$ cat src/sbsr_pkg.sv
package sbsr_pkg;
  // Status byte bit positions
  localparam int unsigned TRG_BIT = 1;
  localparam int unsigned USR_BIT = 2;
  localparam int unsigned ADV_BIT = 3;
  localparam int unsigned AVAIL_BIT = 4;
  localparam int unsigned EVSUM_BIT = 5;
  localparam int unsigned REQ_BIT = 6;
  localparam int unsigned OPER_BIT = 7;
  // Register byte addresses
  localparam logic [11:0] ADDR_STB = 12'h000;
  localparam logic [11:0] ADDR_SPOLL = 12'h004;
  localparam logic [11:0] ADDR_SRE = 12'h008;
  localparam logic [11:0] ADDR_SESR = 12'h00C;
  localparam logic [11:0] ADDR_ESE = 12'h010;
  localparam logic [11:0] ADDR_ADVEV = 12'h014;
  localparam logic [11:0] ADDR_STBQ = 12'h018;
  // Zero values and register masks
  localparam logic [7:0] BYTE_RST = 8'h00;
  localparam logic [7:0] SRE_WMASK = 8'hBF;
  localparam logic [7:0] SRC_MASK = 8'hBF;
  localparam logic [31:0] WORD_ZERO = 32'h0000_0000;

  typedef struct packed {
    logic [7:0] sre;
    logic [7:0] ese;
    logic [7:0] sesr;
    logic req_svc;
    logic adv_ev;
    logic avail_hide;
    logic [31:0] prdata;
    logic pready;
    logic pslverr;
    logic srq;
    logic [7:0] stb;
  } sbsr_state_s;
endpackage

$ cat src/sbsr_top.sv
`timescale 1ns/100ps
module sbsr_top #(
  parameter int unsigned ADDR_W = 12
) (
  input wire logic ref_clk,
  input wire logic nrst,
  input wire logic psel,
  input wire logic penable,
  input wire logic pwrite,
  input wire logic [ADDR_W-1:0] paddr,
  input wire logic [31:0] pwdata,
  output logic [31:0] prdata,
  output logic pready,
  output logic pslverr,
  input wire logic [7:0] std_event,
  input wire logic queue_nonempty,
  input wire logic queue_single,
  input wire logic trig_summary,
  input wire logic user_summary,
  input wire logic oper_summary,
  input wire logic advisory_internal,
  input wire logic advisory_host,
  output logic srq,
  output logic [7:0] status_byte
);

  sbsr_pkg::sbsr_state_s s_q;
  sbsr_pkg::sbsr_state_s s_d;
  logic access;
  logic wr;
  logic rd;
  logic [ADDR_W-1:0] a12;
  logic [7:0] sesr_set;
  logic event_summary_flag;
  logic message_available_flag;
  logic advisory_message_flag;
  logic [7:0] live;
  logic [7:0] enabled_live;
  logic master_summary_flag;
  logic request_service_flag;
  logic rd_stbq;

  // Bus decode; access strobe lasts one cycle, registered ready adds one wait state
  assign access = psel & penable & ~s_q.pready;
  assign wr = access & pwrite;
  assign rd = access & ~pwrite;
  assign a12 = paddr;
  assign rd_stbq = rd & (a12 == sbsr_pkg::ADDR_STBQ);

  // Live summary bits
  always_comb begin
    sesr_set = s_q.sesr | std_event;
    event_summary_flag = |(s_q.sesr & s_q.ese);
    message_available_flag = queue_nonempty & ~s_q.avail_hide;
    advisory_message_flag = s_q.adv_ev;
    live = sbsr_pkg::BYTE_RST;
    live[sbsr_pkg::TRG_BIT] = trig_summary;
    live[sbsr_pkg::USR_BIT] = user_summary;
    live[sbsr_pkg::ADV_BIT] = advisory_message_flag;
    live[sbsr_pkg::AVAIL_BIT] = message_available_flag;
    live[sbsr_pkg::EVSUM_BIT] = event_summary_flag;
    live[sbsr_pkg::OPER_BIT] = oper_summary;
    enabled_live = live & s_q.sre & sbsr_pkg::SRC_MASK;
    master_summary_flag = |enabled_live;
    request_service_flag = s_q.req_svc;
  end

  // Next state
  always_comb begin
    s_d = s_q;
    s_d.pready = access;
    s_d.pslverr = 1'b0;
    s_d.prdata = sbsr_pkg::WORD_ZERO;
    s_d.sesr = sesr_set;
    s_d.adv_ev = s_q.adv_ev | advisory_internal;
    // Request-service set while enabled summary present and none pends; poll clear wins over set
    if (master_summary_flag && !s_q.req_svc && !(rd && a12 == sbsr_pkg::ADDR_SPOLL)) begin
      s_d.req_svc = 1'b1;
    end
    if (!queue_nonempty) begin
      s_d.avail_hide = 1'b0;
    end
    if (rd) begin
      case (a12)
        sbsr_pkg::ADDR_STB, sbsr_pkg::ADDR_STBQ: begin
          s_d.prdata[7:0] = live;
          s_d.prdata[sbsr_pkg::REQ_BIT] = master_summary_flag;
          if (rd_stbq && queue_single) begin
            s_d.avail_hide = 1'b1;
          end
        end
        sbsr_pkg::ADDR_SPOLL: begin
          s_d.prdata[7:0] = live;
          s_d.prdata[sbsr_pkg::REQ_BIT] = request_service_flag;
          s_d.req_svc = master_summary_flag & ~request_service_flag;
        end
        sbsr_pkg::ADDR_SRE: begin
          s_d.prdata[7:0] = s_q.sre & sbsr_pkg::SRE_WMASK;
        end
        sbsr_pkg::ADDR_SESR: begin
          s_d.prdata[7:0] = s_q.sesr;
          s_d.sesr = std_event; // Read clears, new events win
        end
        sbsr_pkg::ADDR_ESE: begin
          s_d.prdata[7:0] = s_q.ese;
        end
        sbsr_pkg::ADDR_ADVEV: begin
          s_d.prdata[0] = s_q.adv_ev;
          s_d.adv_ev = advisory_internal;
        end
        default: begin
          s_d.pslverr = 1'b1;
        end
      endcase
    end
    if (wr) begin
      case (a12)
        sbsr_pkg::ADDR_SRE: begin
          s_d.sre = pwdata[7:0] & sbsr_pkg::SRE_WMASK;
        end
        sbsr_pkg::ADDR_ESE: begin
          s_d.ese = pwdata[7:0];
        end
        default: begin
          s_d.pslverr = 1'b1;
        end
      endcase
    end
    s_d.srq = s_d.req_svc;
    s_d.stb = live;
    s_d.stb[sbsr_pkg::REQ_BIT] = s_d.req_svc;
  end

  // State register, cleared at reset
  always_ff @(posedge ref_clk or negedge nrst) begin
    if (!nrst) begin
      s_q <= '0;
    end else begin
      s_q <= s_d;
    end
  end

  // Outputs straight from the state register
  assign prdata = s_q.prdata;
  assign pready = s_q.pready;
  assign pslverr = s_q.pslverr;
  assign srq = s_q.srq;
  assign status_byte = s_q.stb;

  // Serial poll decode, shared by the request checks
  logic spoll_rd;
  assign spoll_rd = rd && a12 == sbsr_pkg::ADDR_SPOLL;
endmodule // sbsr_top

$ cat config.mk
export PLATFORM = sky130hd
export DESIGN_NAME = sbsr_top
export DESIGN_NICKNAME = d
export VERILOG_FILES = /design/src/sbsr_pkg.sv /design/src/sbsr_top.sv
export SDC_FILE = /design/constraint.sdc
export NUM_CORES = 1
export LEC_CHECK = 0
export BUFFER_PORTS_ARGS = -buffer_cell sky130_fd_sc_hd__buf_4
export CAP_MARGIN = 10
export CORE_MARGIN = 10
export CORE_UTILIZATION = 51
export CTS_BUF_LIST = sky130_fd_sc_hd__clkbuf_4 sky130_fd_sc_hd__clkbuf_8
export CTS_CLUSTER_SIZE = 25
export DETAILED_ROUTE_END_ITERATION = 10
export PLACE_DENSITY = 0.88
export SLEW_MARGIN = 20
export SYNTH_ARGS = -nofsm -noshare
export SYNTH_HDL_FRONTEND = slang
export SYNTH_SLANG_ARGS = --single-unit
$ cat constraint.sdc
create_clock -name ref_clk -period 3.2 [get_ports ref_clk]
set_input_delay 0 -clock ref_clk [delete_from_list [all_inputs] [get_ports ref_clk]]
set_output_delay 0 -clock ref_clk [all_outputs]
set_load 0.02 [all_outputs]
==> run metrics, run 1 <==
P_leak ~1.3 nW; crit path time final 1.90 ns; worst clock skew 0.00494 ns; relative max-transition margin approximately three fifths; H-Tree Depth 2; Top FF cell, synth dfrtp_1; post-synth top area cell dfrtp_1; actual slew at the worst max-slew pin just over 0.6 ns; Die X-Extent between 80 and 90 microns; GRT Overall Usage 14.5%; Max Slew Vio Count 0; vias 1,638; fin worst setup slack approximately 1.3 ns; CP peak stage delay approximately 0.6 ns; crit path cell chain and3b_1 > nand2b_1 > o41ai_1 > dlygate4sd3_1; WL/cell approximately 17 microns; total iterations of the first detailed-routing run 5; Worst Path Buf+Inv 1; # port buffers between 50 and 60; CP max-delay cell dlygate4sd3_1; cell row count 23; CTS sink count 42; Worst EP required about 3.4 ns; worst vdd ir roughly 0.0003 V; Synth top area share between 40 and 50%; Hold WC Path Type input pin to flip-flop; total CTS buffers 5; syn avg cell area ~11 sq um; clock root buffer clkbuf_8; crit path kind flip-flop to flip-flop; final hold violations 0; Clock Path Buffers 2; Clk Latency, worst-skew pair 0.29 ns; n_diodes 0; Critical Path Fanout Max 4; Worst Setup SP pready; largest net degree at the start of global routing 43; total grt overflow 0; die area roughly 0.0073 sq mm; final WL 5.22 mm; CORE AREA a little over 0.004 sq mm; first-pass GRT wire length 8.69 mm; Async SR Flop Fraction 100%; RD Place Congestion approximately 0.85; max cap viols 0; distinct cell type count of the synthesized netlist just over 40; postcts setup bufs 0; Max Fclk between 500 and 600 MHz; Setup-failing EPs final 0; Synth area leaders dfrtp_1, buf_4, mux2_2; startpoint type of the worst setup path flip-flop; number of flops mapped to enable cells by yosys 0; Final Cycle Share 59.3%; clk slew on worst S/H paths 0.07 ns; TritonCTS clock tree done; RSZ-0062 raised after global routing no; CP delay by family, top buffers and inverters; status completed; post-synthesis sequential area ratio slightly below 50%; endpoint class of the critical path flip-flop; area of the mapped netlist around 0.0022 sq mm; die span in y between 80 and 90 microns; Ys Warns 0; Setup WS pre-CTS approximately 1.4 ns; IO Pins around 110; Min Hold Slack 0.0324 ns; initial DRC count 180; FF-to-FF Start pready; total power about 1.1 mW; vias in the first global route ~1.8k; # DRC 0; Synth Instances between 150 and 200; hold_sp psel; hpwl dp 4.00 mm; pwr dens between 300 and 400 mW/mm^2; Via density ~5.3; Layout area overhead 26.5%; share of layout cells above drive strength 1 32.4%; Initial Util a little over half; fin nets about 320; number of synthesized register bits 42; crit path DAT around 2.1 ns; antenna violations before repair 0; Total Neg Setup Slack 0 ns; Detail Route Antenna Nets 0
## worst paths after layout
check | end | depth (start not counted) | slack [ns]
hold / removal | pready | 2 | 0.03
max in group asynchronous | s_q[67] | 2 | 2.63
setup reg to reg | s_q[43] | 4 | 1.30
setup / recovery | s_q[43] | 4 | 1.30
min in group asynchronous | s_q[49] | 2 | 0.22
hold reg to reg | status_byte[4] | 1 | 0.48
## metal layers
metal	track usage, %	wire length [microns]	vias up
met5	0	0	-
met4	2.69	42	0
met3	6.69	591	6
met2	25.2	2640	84
met1	15.8	1950	783
li1	-	-	765
## through the flow
stage	instances	area [sq um]	utilization (%)
global route	309	2760	67.9
finish	309	2760	67.9
detailed placement	278	2430	59.9
global placement	278	2430	59.9
CTS	309	2760	67.9
floorplan	217	2270	-
## cell type report
| class | count | area [sq um] |
|---|---|---|
| Clock buffer | 6 | 82.6 |
| Multi-Input combinational cell | 129 | 893 |
| Inverter | 1 | 3.75 |
| Clock inverter | 2 | 12.5 |
| Timing Repair Buffer | 79 | 651 |
| Sequential cell | 42 | 1050 |
| Fill cell | 308 | 1300 |
| Tap cell | 50 | 62.6 |
## cell usage in the layout (no fill, tap or decap), drive strengths merged, types with 3 or more instances in the layout
cell | netlist | final
nand3 | 7 | 7
a22oi | 6 | 6
nand2b | 3 | 3
nor2 | 10 | 10
conb | 1 | 25
buf | 41 | 56
mux2 | 14 | 14
nand2 | 9 | 9
dlygate4sd3 | 0 | 23
nor3 | 6 | 6
a222oi | 5 | 5
dfrtp | 42 | 42
clkbuf | 4 | 6
a21o | 8 | 8
o21ai | 3 | 3
a22o | 6 | 6
## registers in the layout, indices dropped and copies added (netlist names)
signal,flops
s_q,24
pslverr,1
status_byte,7
advisory_message_flag,1
prdata,8
pready,1
## cells by family (layout without fill, tap and decap cells)
family          count (synthesis)  in the layout  synth area share (%)
mux                            15             15                  7.70
xor+xnor                        1              1                 0.402
flops                          42             42                  48.2
compound gates                 41             41                  14.5
other cells                     1             25                 0.172
buf+inv                        46             88                  14.9
simple gates                   47             47                  14.1
## worst reg2reg max path, delay by kind of cell, from the launching register on
| kind | cells | cell delay (ns) |
|---|---|---|
| AOI/OAI and AO/OA | 1 | 0.43 |
| buffers and inverters | 1 | 0.61 |
| DFF | 1 | 0.38 |
| and+or+nand+nor | 2 | 0.42 |
## what timing repair did
action	4_1_cts	5_1_grt
hold buffers	23	0
endpoints found under the hold margin	72	0
resized for setup	0	0
## synth_stat cells (all sizes together), types with 3 or more instances
cell    count
nand3       7
mux2       14
nor3        6
nand2b      3
nand2       9
a22oi       6
o21ai       3
a21o        8
a22o        6
nor2       10
dfrtp      42
buf        41
a222oi      5
clkbuf      4
## power by group
| group | total (mW) | switching [mW] | internal (mW) |
|---|---|---|---|
| clock network | 0.345 | 0.172 | 0.173 |
| logic | 0.175 | 0.0973 | 0.0776 |
| registers | 0.543 | 0.00503 | 0.538 |
No activity file was read; power rests on OpenSTA's default activity.
==> inputs of run 2 (changes only) <==
--- a/config.mk
+++ b/config.mk
@@ -8,11 +8,11 @@
 export BUFFER_PORTS_ARGS = -buffer_cell sky130_fd_sc_hd__buf_4
 export CAP_MARGIN = 10
 export CORE_MARGIN = 10
-export CORE_UTILIZATION = 51
+export CORE_UTILIZATION = 43
 export CTS_BUF_LIST = sky130_fd_sc_hd__clkbuf_4 sky130_fd_sc_hd__clkbuf_8
 export CTS_CLUSTER_SIZE = 25
 export DETAILED_ROUTE_END_ITERATION = 10
-export PLACE_DENSITY = 0.88
+export PLACE_DENSITY = 0.79
 export SLEW_MARGIN = 20
 export SYNTH_ARGS = -nofsm -noshare
 export SYNTH_HDL_FRONTEND = slang
==> constraint.sdc (replaced) <==
create_clock -name ref_clk -period 1.5 [get_ports ref_clk]
set_input_delay 0 -clock ref_clk [delete_from_list [all_inputs] [get_ports ref_clk]]
set_output_delay 0 -clock ref_clk [all_outputs]
set_load 0.02 [all_outputs]
==> run metrics, run 2 (same netlist as run 1, synthesis figures left out) <==
status finished with violations (was completed); failing checks setup timing; Max Slew Vio Count 0 (unchanged); Max Fclk 647 MHz (was 527 MHz); Via density 5.01 (was 5.30); Int Pwr 1.82 mW (was 0.789 mW); Die X-Extent 91.2 microns (was 85.4 microns); crit path kind flip-flop to flip-flop (unchanged); max cap viols 0 (unchanged); TritonCTS clock tree done (unchanged); first-pass GRT wire length 9.12 mm (was 8.69 mm); Clk Latency, worst-skew pair 0.29 ns (about the same); die area 0.00831 sq mm (was 0.00729 sq mm); crit path time final 1.54 ns (was 1.90 ns); GRT Overall Usage 13.3% (was 14.5%); total grt overflow 0 (unchanged); CP max-delay cell dfrtp_1 (was dlygate4sd3_1); Hold WC Path Type input pin to flip-flop (unchanged); share of layout cells above drive strength 1 40.1% (was 32.4%); total CTS buffers 5 (unchanged); endpoint class of the critical path flip-flop (unchanged); Min Hold Slack 0.0580 ns (was 0.0324 ns); relative max-transition margin 62.6% (was 58.2%); Final Cycle Share 103% (was 59.3%); hpwl dp 4.37 mm (was 4.00 mm); crit path DAT 1.73 ns (was 2.13 ns); most frequent cells in the layout buf_4, dfrtp_1, conb_1 (unchanged); worst vdd ir 0.000600 V (was 0.000303 V); CORE AREA 0.00482 sq mm (was 0.00406 sq mm); Worst EP required 1.68 ns (was 3.43 ns); crit path cell chain and3b_2 > nand2_4 > nor4_4 > buf_6 > mux2_2 (was and3b_1 > nand2b_1 > o41ai_1 > dlygate4sd3_1); Initial Util 45.2% (was 53.7%); P_leak 1.43 nW (was 1.29 nW); clk slew on worst S/H paths 0.08 ns (was 0.07 ns); Seq. cell area 0.00105 sq mm (unchanged); Clock Power Share 35.7% (was 32.5%); fin nets 342 (was 322); RD Place Congestion 0.869 (was 0.849); met2 usage 21.9% (was 25.2%); max FFs per register 24 (unchanged); startpoint type of the worst setup path flip-flop (unchanged); cell row count 25 (was 23); Multi-input gate area 983 sq um (was 893 sq um); final WL 5.75 mm (was 5.22 mm); fin worst setup slack -0.0447 ns (was 1.30 ns); CP peak stage delay 0.38 ns (was 0.61 ns); sw power 0.609 mW (was 0.274 mW); part of the power in registers 47.7% (was 51.1%); Critical Path Fanout Max 8 (was 4); worst clock skew 0.00382 ns (was 0.00494 ns); H-Tree Depth 2 (unchanged); vias 1,734 (was 1,638); met3 GRT Util 6.09% (was 6.69%); Clock Path Buffers 2 (unchanged); filler cell count 383 (was 308); met1 usage 15.0% (was 15.8%); Layout area overhead 40.1% (was 26.5%); largest net degree at the start of global routing 43 (unchanged); IO Pins 107 (unchanged); Worst Path Buf+Inv 1 (unchanged); total power 2.43 mW (was 1.06 mW); # port buffers 56 (unchanged); final hold violations 0 (unchanged); CTS sink count 42 (unchanged); RSZ-0062 raised after global routing yes (was no); Setup-failing EPs final 8 (was 0); Detail Route Antenna Nets 0 (unchanged); antenna violations before repair 0 (unchanged); most common cell after layout, fill and taps aside buf_4 (unchanged); die span in y 91.2 microns (was 85.4 microns); # DRC 0 (unchanged); n_diodes 0 (unchanged); WL/cell 16.6 microns (was 16.9 microns); largest register by flop count s_q (unchanged); actual slew at the worst max-slew pin 0.545 ns (was 0.623 ns); clock root buffer clkbuf_8 (unchanged); Logic pwr share 16.6% (was 16.5%); initial DRC count 180 (unchanged); switching portion of total power 25.1% (was 25.8%); Most Crowded Layer GR met2 (unchanged); CP delay by family, top simple AND/OR/NAND/NOR gates (was buffers and inverters); pwr dens 797 mW/mm^2 (was 386 mW/mm^2); total iterations of the first detailed-routing run 5 (unchanged); vias in the first global route 1,814 (was 1,779)
run 2: cell types whose count changed in the layout (fill, tap and decap cells not counted), moves of 2 or more:
cell      before  now
a221oi_1       2    0
a221oi_2       0    2
buf_4         56   73
buf_6          0    2
mux2_2        13    1
mux2_4         0   13
run 2: final timing paths:
kind / from / to / slack (ns) / depth (start not counted)
max: pready / s_q[55] / -0.04 / 5
min: paddr[3] / s_q[43] / 0.06 / 3
max reg2reg: pready / s_q[55] / -0.04 / 5
min reg2reg: s_q[43] / s_q[43] / 0.52 / 2
max in group asynchronous: nrst / pslverr / 0.94 / 2
min in group asynchronous: nrst / s_q[57] / 0.20 / 2
run 2: repair_timing:
| item | 4_1_cts | 5_1_grt |
|---|---|---|
| gates cloned | 0 | 0 |
| endpoints found under the setup margin | 18 | 30 |
| gates resized for setup | 1 | 15 |
| hold buffers | 23 | 0 |
| buffers inserted | 3 | 1 |
| hold endpoints to repair | 72 | 0 |
| pin swaps | 2 | 2 |
run 2: metal layers:
layer,vias up,share of wire (%)
met5,-,0
met4,0,2.1
met3,12,10
met2,96,48
met1,823,40
li1,803,-
run 2: area by class of cell:
class | instances | share of cell area [%]
Clock buffer | 5 | 2.26
Timing Repair Buffer | 99 | 26.9
Sequential cell | 42 | 34.4
Multi-Input combinational cell | 129 | 32.2
Inverter | 1 | 0.123
Clock inverter | 3 | 1.31
Tap cell | 67 | 2.75
run 2: through the flow:
step | instance area [sq um] | worst slack, ns | util [%] | TNS [ns] | cells
after CTS | 2980 | -0.00341 | 61.9 | -0.00590 | 345
after global routing | 3050 | -0.107 | 63.4 | -1.20 | 346
after detailed placement | 2620 | -0.0638 | 54.4 | -0.930 | 311
after global placement | 2620 | -0.00917 | 54.4 | -0.0711 | 311
final | 3050 | -0.0447 | 63.4 | -0.130 | 346
after floorplan | 2300 | -0.148 | - | -1.67 | 217
run 2: power by group through the flow:
stage / combinational, mW / clock (mW) / sequential, mW
detailed placement: 0.340 / 0 / 1.18
global placement: 0.335 / 0 / 1.18
finish: 0.403 / 0.868 / 1.16
CTS: 0.392 / 0.880 / 1.16
global route: 0.437 / 0.934 / 1.16
floorplan: 0.218 / 0 / 1.19
run 2: tightest hold or removal path: stages:
cell     delay, ns
buf_4         0.16
nand2_1       0.09
o41ai_2       0.06
==> inputs of run 3 (changes only) <==
--- a/config.mk
+++ b/config.mk
@@ -7,12 +7,15 @@
 export LEC_CHECK = 0
 export BUFFER_PORTS_ARGS = -buffer_cell sky130_fd_sc_hd__buf_4
 export CAP_MARGIN = 10
+export CELL_PAD_IN_SITES_DETAIL_PLACEMENT = 0
+export CELL_PAD_IN_SITES_GLOBAL_PLACEMENT = 1
+export CORE_ASPECT_RATIO = 1.5
 export CORE_MARGIN = 10
-export CORE_UTILIZATION = 43
+export CORE_UTILIZATION = 32
 export CTS_BUF_LIST = sky130_fd_sc_hd__clkbuf_4 sky130_fd_sc_hd__clkbuf_8
 export CTS_CLUSTER_SIZE = 25
 export DETAILED_ROUTE_END_ITERATION = 10
-export PLACE_DENSITY = 0.79
+export PLACE_DENSITY_LB_ADDON = 0.1
 export SLEW_MARGIN = 20
 export SYNTH_ARGS = -nofsm -noshare
 export SYNTH_HDL_FRONTEND = slang
==> run metrics, run 3 (same netlist as run 1, synthesis figures left out) <==
Area after DPL 0.00269 sq mm (was 0.00262 sq mm); Max Fclk 660 MHz (was 647 MHz); cell row count 36 (was 25); final WL 6.05 mm (was 5.75 mm); H-Tree Depth 2 (unchanged); Worst EP required 1.69 ns (was 1.68 ns); n_diodes 0 (unchanged); Multi-input gate area 966 sq um (was 983 sq um); crit path time final 1.52 ns (was 1.54 ns); crit path cell chain and3b_2 > nand2_4 > nor4_4 > buf_6 > mux2_2 (unchanged); die span in y 121 microns (was 91.2 microns); Critical Path Fanout Max 8 (unchanged); total CTS buffers 5 (unchanged); relative max-transition margin 64.8% (was 62.6%); Clock Power Share 32.8% (was 35.7%); crit path DAT 1.70 ns (was 1.73 ns); Max Slew Vio Count 0 (unchanged); part of the power in registers 49.6% (was 47.7%); P_leak 1.44 nW (was 1.43 nW); Setup-failing EPs final 6 (was 8); Finished Cell Area 0.00308 sq mm (was 0.00305 sq mm); largest net degree at the start of global routing 43 (unchanged); # port buffers 56 (unchanged); TritonCTS clock tree done (unchanged); Logic pwr share 17.6% (was 16.6%); sw power 0.661 mW (was 0.609 mW); # DRC 0 (unchanged); Die X-Extent 87.4 microns (was 91.2 microns); CP max-delay cell dfrtp_1 (unchanged); failing checks setup timing (unchanged); GRT Overall Usage 11.5% (was 13.3%); clk slew on worst S/H paths 0.09 ns (was 0.08 ns); Total Neg Setup Slack -0.0752 ns (was -0.130 ns); startpoint type of the worst setup path flip-flop (unchanged); max FFs per register 24 (unchanged); status finished with violations (unchanged); total grt overflow 0 (unchanged); Clock Path Buffers 2 (unchanged); final hold violations 0 (unchanged); Setup WS pre-CTS -0.0517 ns (was -0.0638 ns); CORE AREA 0.00658 sq mm (was 0.00482 sq mm); hpwl dp 4.81 mm (was 4.37 mm); Detail Route Antenna Nets 0 (unchanged); Via density 4.69 (was 5.01); endpoint class of the critical path flip-flop (unchanged); vias 1,697 (was 1,734); antenna violations before repair 0 (unchanged); CP peak stage delay 0.38 ns (about the same); max cap viols 0 (unchanged); Final Cycle Share 101% (was 103%); fin nets 349 (was 342); Layout area overhead 41.5% (was 40.1%); most frequent cells in the layout buf_4, dfrtp_1, conb_1 (unchanged); fin worst setup slack -0.0162 ns (was -0.0447 ns); RD Place Congestion 0.788 (was 0.869); Seq. cell area 0.00105 sq mm (unchanged); CTS sink count 42 (unchanged); pwr dens 758 mW/mm^2 (was 797 mW/mm^2); WL/cell 16.7 microns (was 16.6 microns); CP delay by family, top simple AND/OR/NAND/NOR gates (unchanged); Clk Latency, worst-skew pair 0.30 ns (was 0.29 ns); switching portion of total power 28.3% (was 25.1%); IO Pins 107 (unchanged); most common cell after layout, fill and taps aside buf_4 (unchanged); Worst Path Buf+Inv 1 (unchanged); initial DRC count 69 (was 180); total iterations of the first detailed-routing run 4 (was 5); vias in the first global route 1,939 (was 1,814); actual slew at the worst max-slew pin 0.527 ns (was 0.545 ns); largest register by flop count s_q (unchanged); crit path kind flip-flop to flip-flop (unchanged); Hold WC Path Type input pin to flip-flop (unchanged); die area 0.0106 sq mm (was 0.00831 sq mm); Int Pwr 1.67 mW (was 1.82 mW); Initial Util 33.1% (was 45.2%); RSZ-0062 raised after global routing yes (unchanged); share of layout cells above drive strength 1 41.6% (was 40.1%); clock root buffer clkbuf_8 (unchanged); filler cell count 662 (was 383); first-pass GRT wire length 9.97 mm (was 9.12 mm); worst clock skew 0.00928 ns (was 0.00382 ns); worst vdd ir 0.000425 V (was 0.000600 V)
run 3: repair_timing:
action | CTS | global route
hold buffers | 23 | 0
endpoints found under the setup margin | 10 | 27
gates resized for setup | 2 | 10
cloned | 0 | 0
setup buffers | 2 | 2
endpoints found under the hold margin | 73 | 0
pin swaps | 2 | 1
run 3: final timing paths:
path,startpoint,endpoint,slack (ns),depth (start not counted)
setup reg to reg,pready,s_q[55],-0.02,5
setup / recovery,pready,s_q[55],-0.02,5
max in group asynchronous,nrst,s_q[62],0.91,2
hold / removal,paddr[4],prdata[0],0.04,4
min in group asynchronous,nrst,pready,0.21,2
hold reg to reg,s_q[43],s_q[43],0.50,2
run 3: per-stage QoR:
stage	power, mW	hold slack (ns)	std cells	util [%]
6_report	2.34	0.0404	362	46.9
5_1_grt	2.45	0.0850	362	46.9
4_1_cts	2.36	0.0347	361	46.2
3_5_place_dp	1.54	0.0254	328	40.9
3_3_place_gp	1.54	0.0219	328	40.9
2_1_floorplan	1.41	-0.296	217	-
run 3: per-layer routing:
metal | up-vias | wire, microns | part of all wire (%) | global-route usage (%)
met5 | - | 0 | 0 | 0
met4 | 0 | 67 | 1.1 | 3.50
met3 | 8 | 325 | 5.4 | 3.23
met2 | 51 | 3390 | 56 | 20.7
met1 | 821 | 2270 | 37 | 12.7
li1 | 817 | - | - | -
run 3: worst register-to-register path, delay by kind of cell, from the launching register on:
kind	cells	cell delay, ns
buffers and inverters	1	0.18
DFF	1	0.38
muxes	1	0.34
and+or+nand+nor	3	0.51
run 3: layout make-up:
class                      count  area share, %
sequential                    42           34.1
multi-input combinational    129           31.3
timing repair buffer         106           28.3
tap                           76           3.08
clock buffer                   5           2.23
clock inverter                 3          0.812
inverter                       1          0.122
run 3: power groups by stage:
stage | Combinational, mW | Clock [mW] | Sequential [mW]
floorplan | 0.218 | 0 | 1.19
global placement | 0.354 | 0 | 1.18
detailed placement | 0.355 | 0 | 1.18
CTS | 0.404 | 0.798 | 1.16
global route | 0.447 | 0.846 | 1.16
finish | 0.411 | 0.766 | 1.16
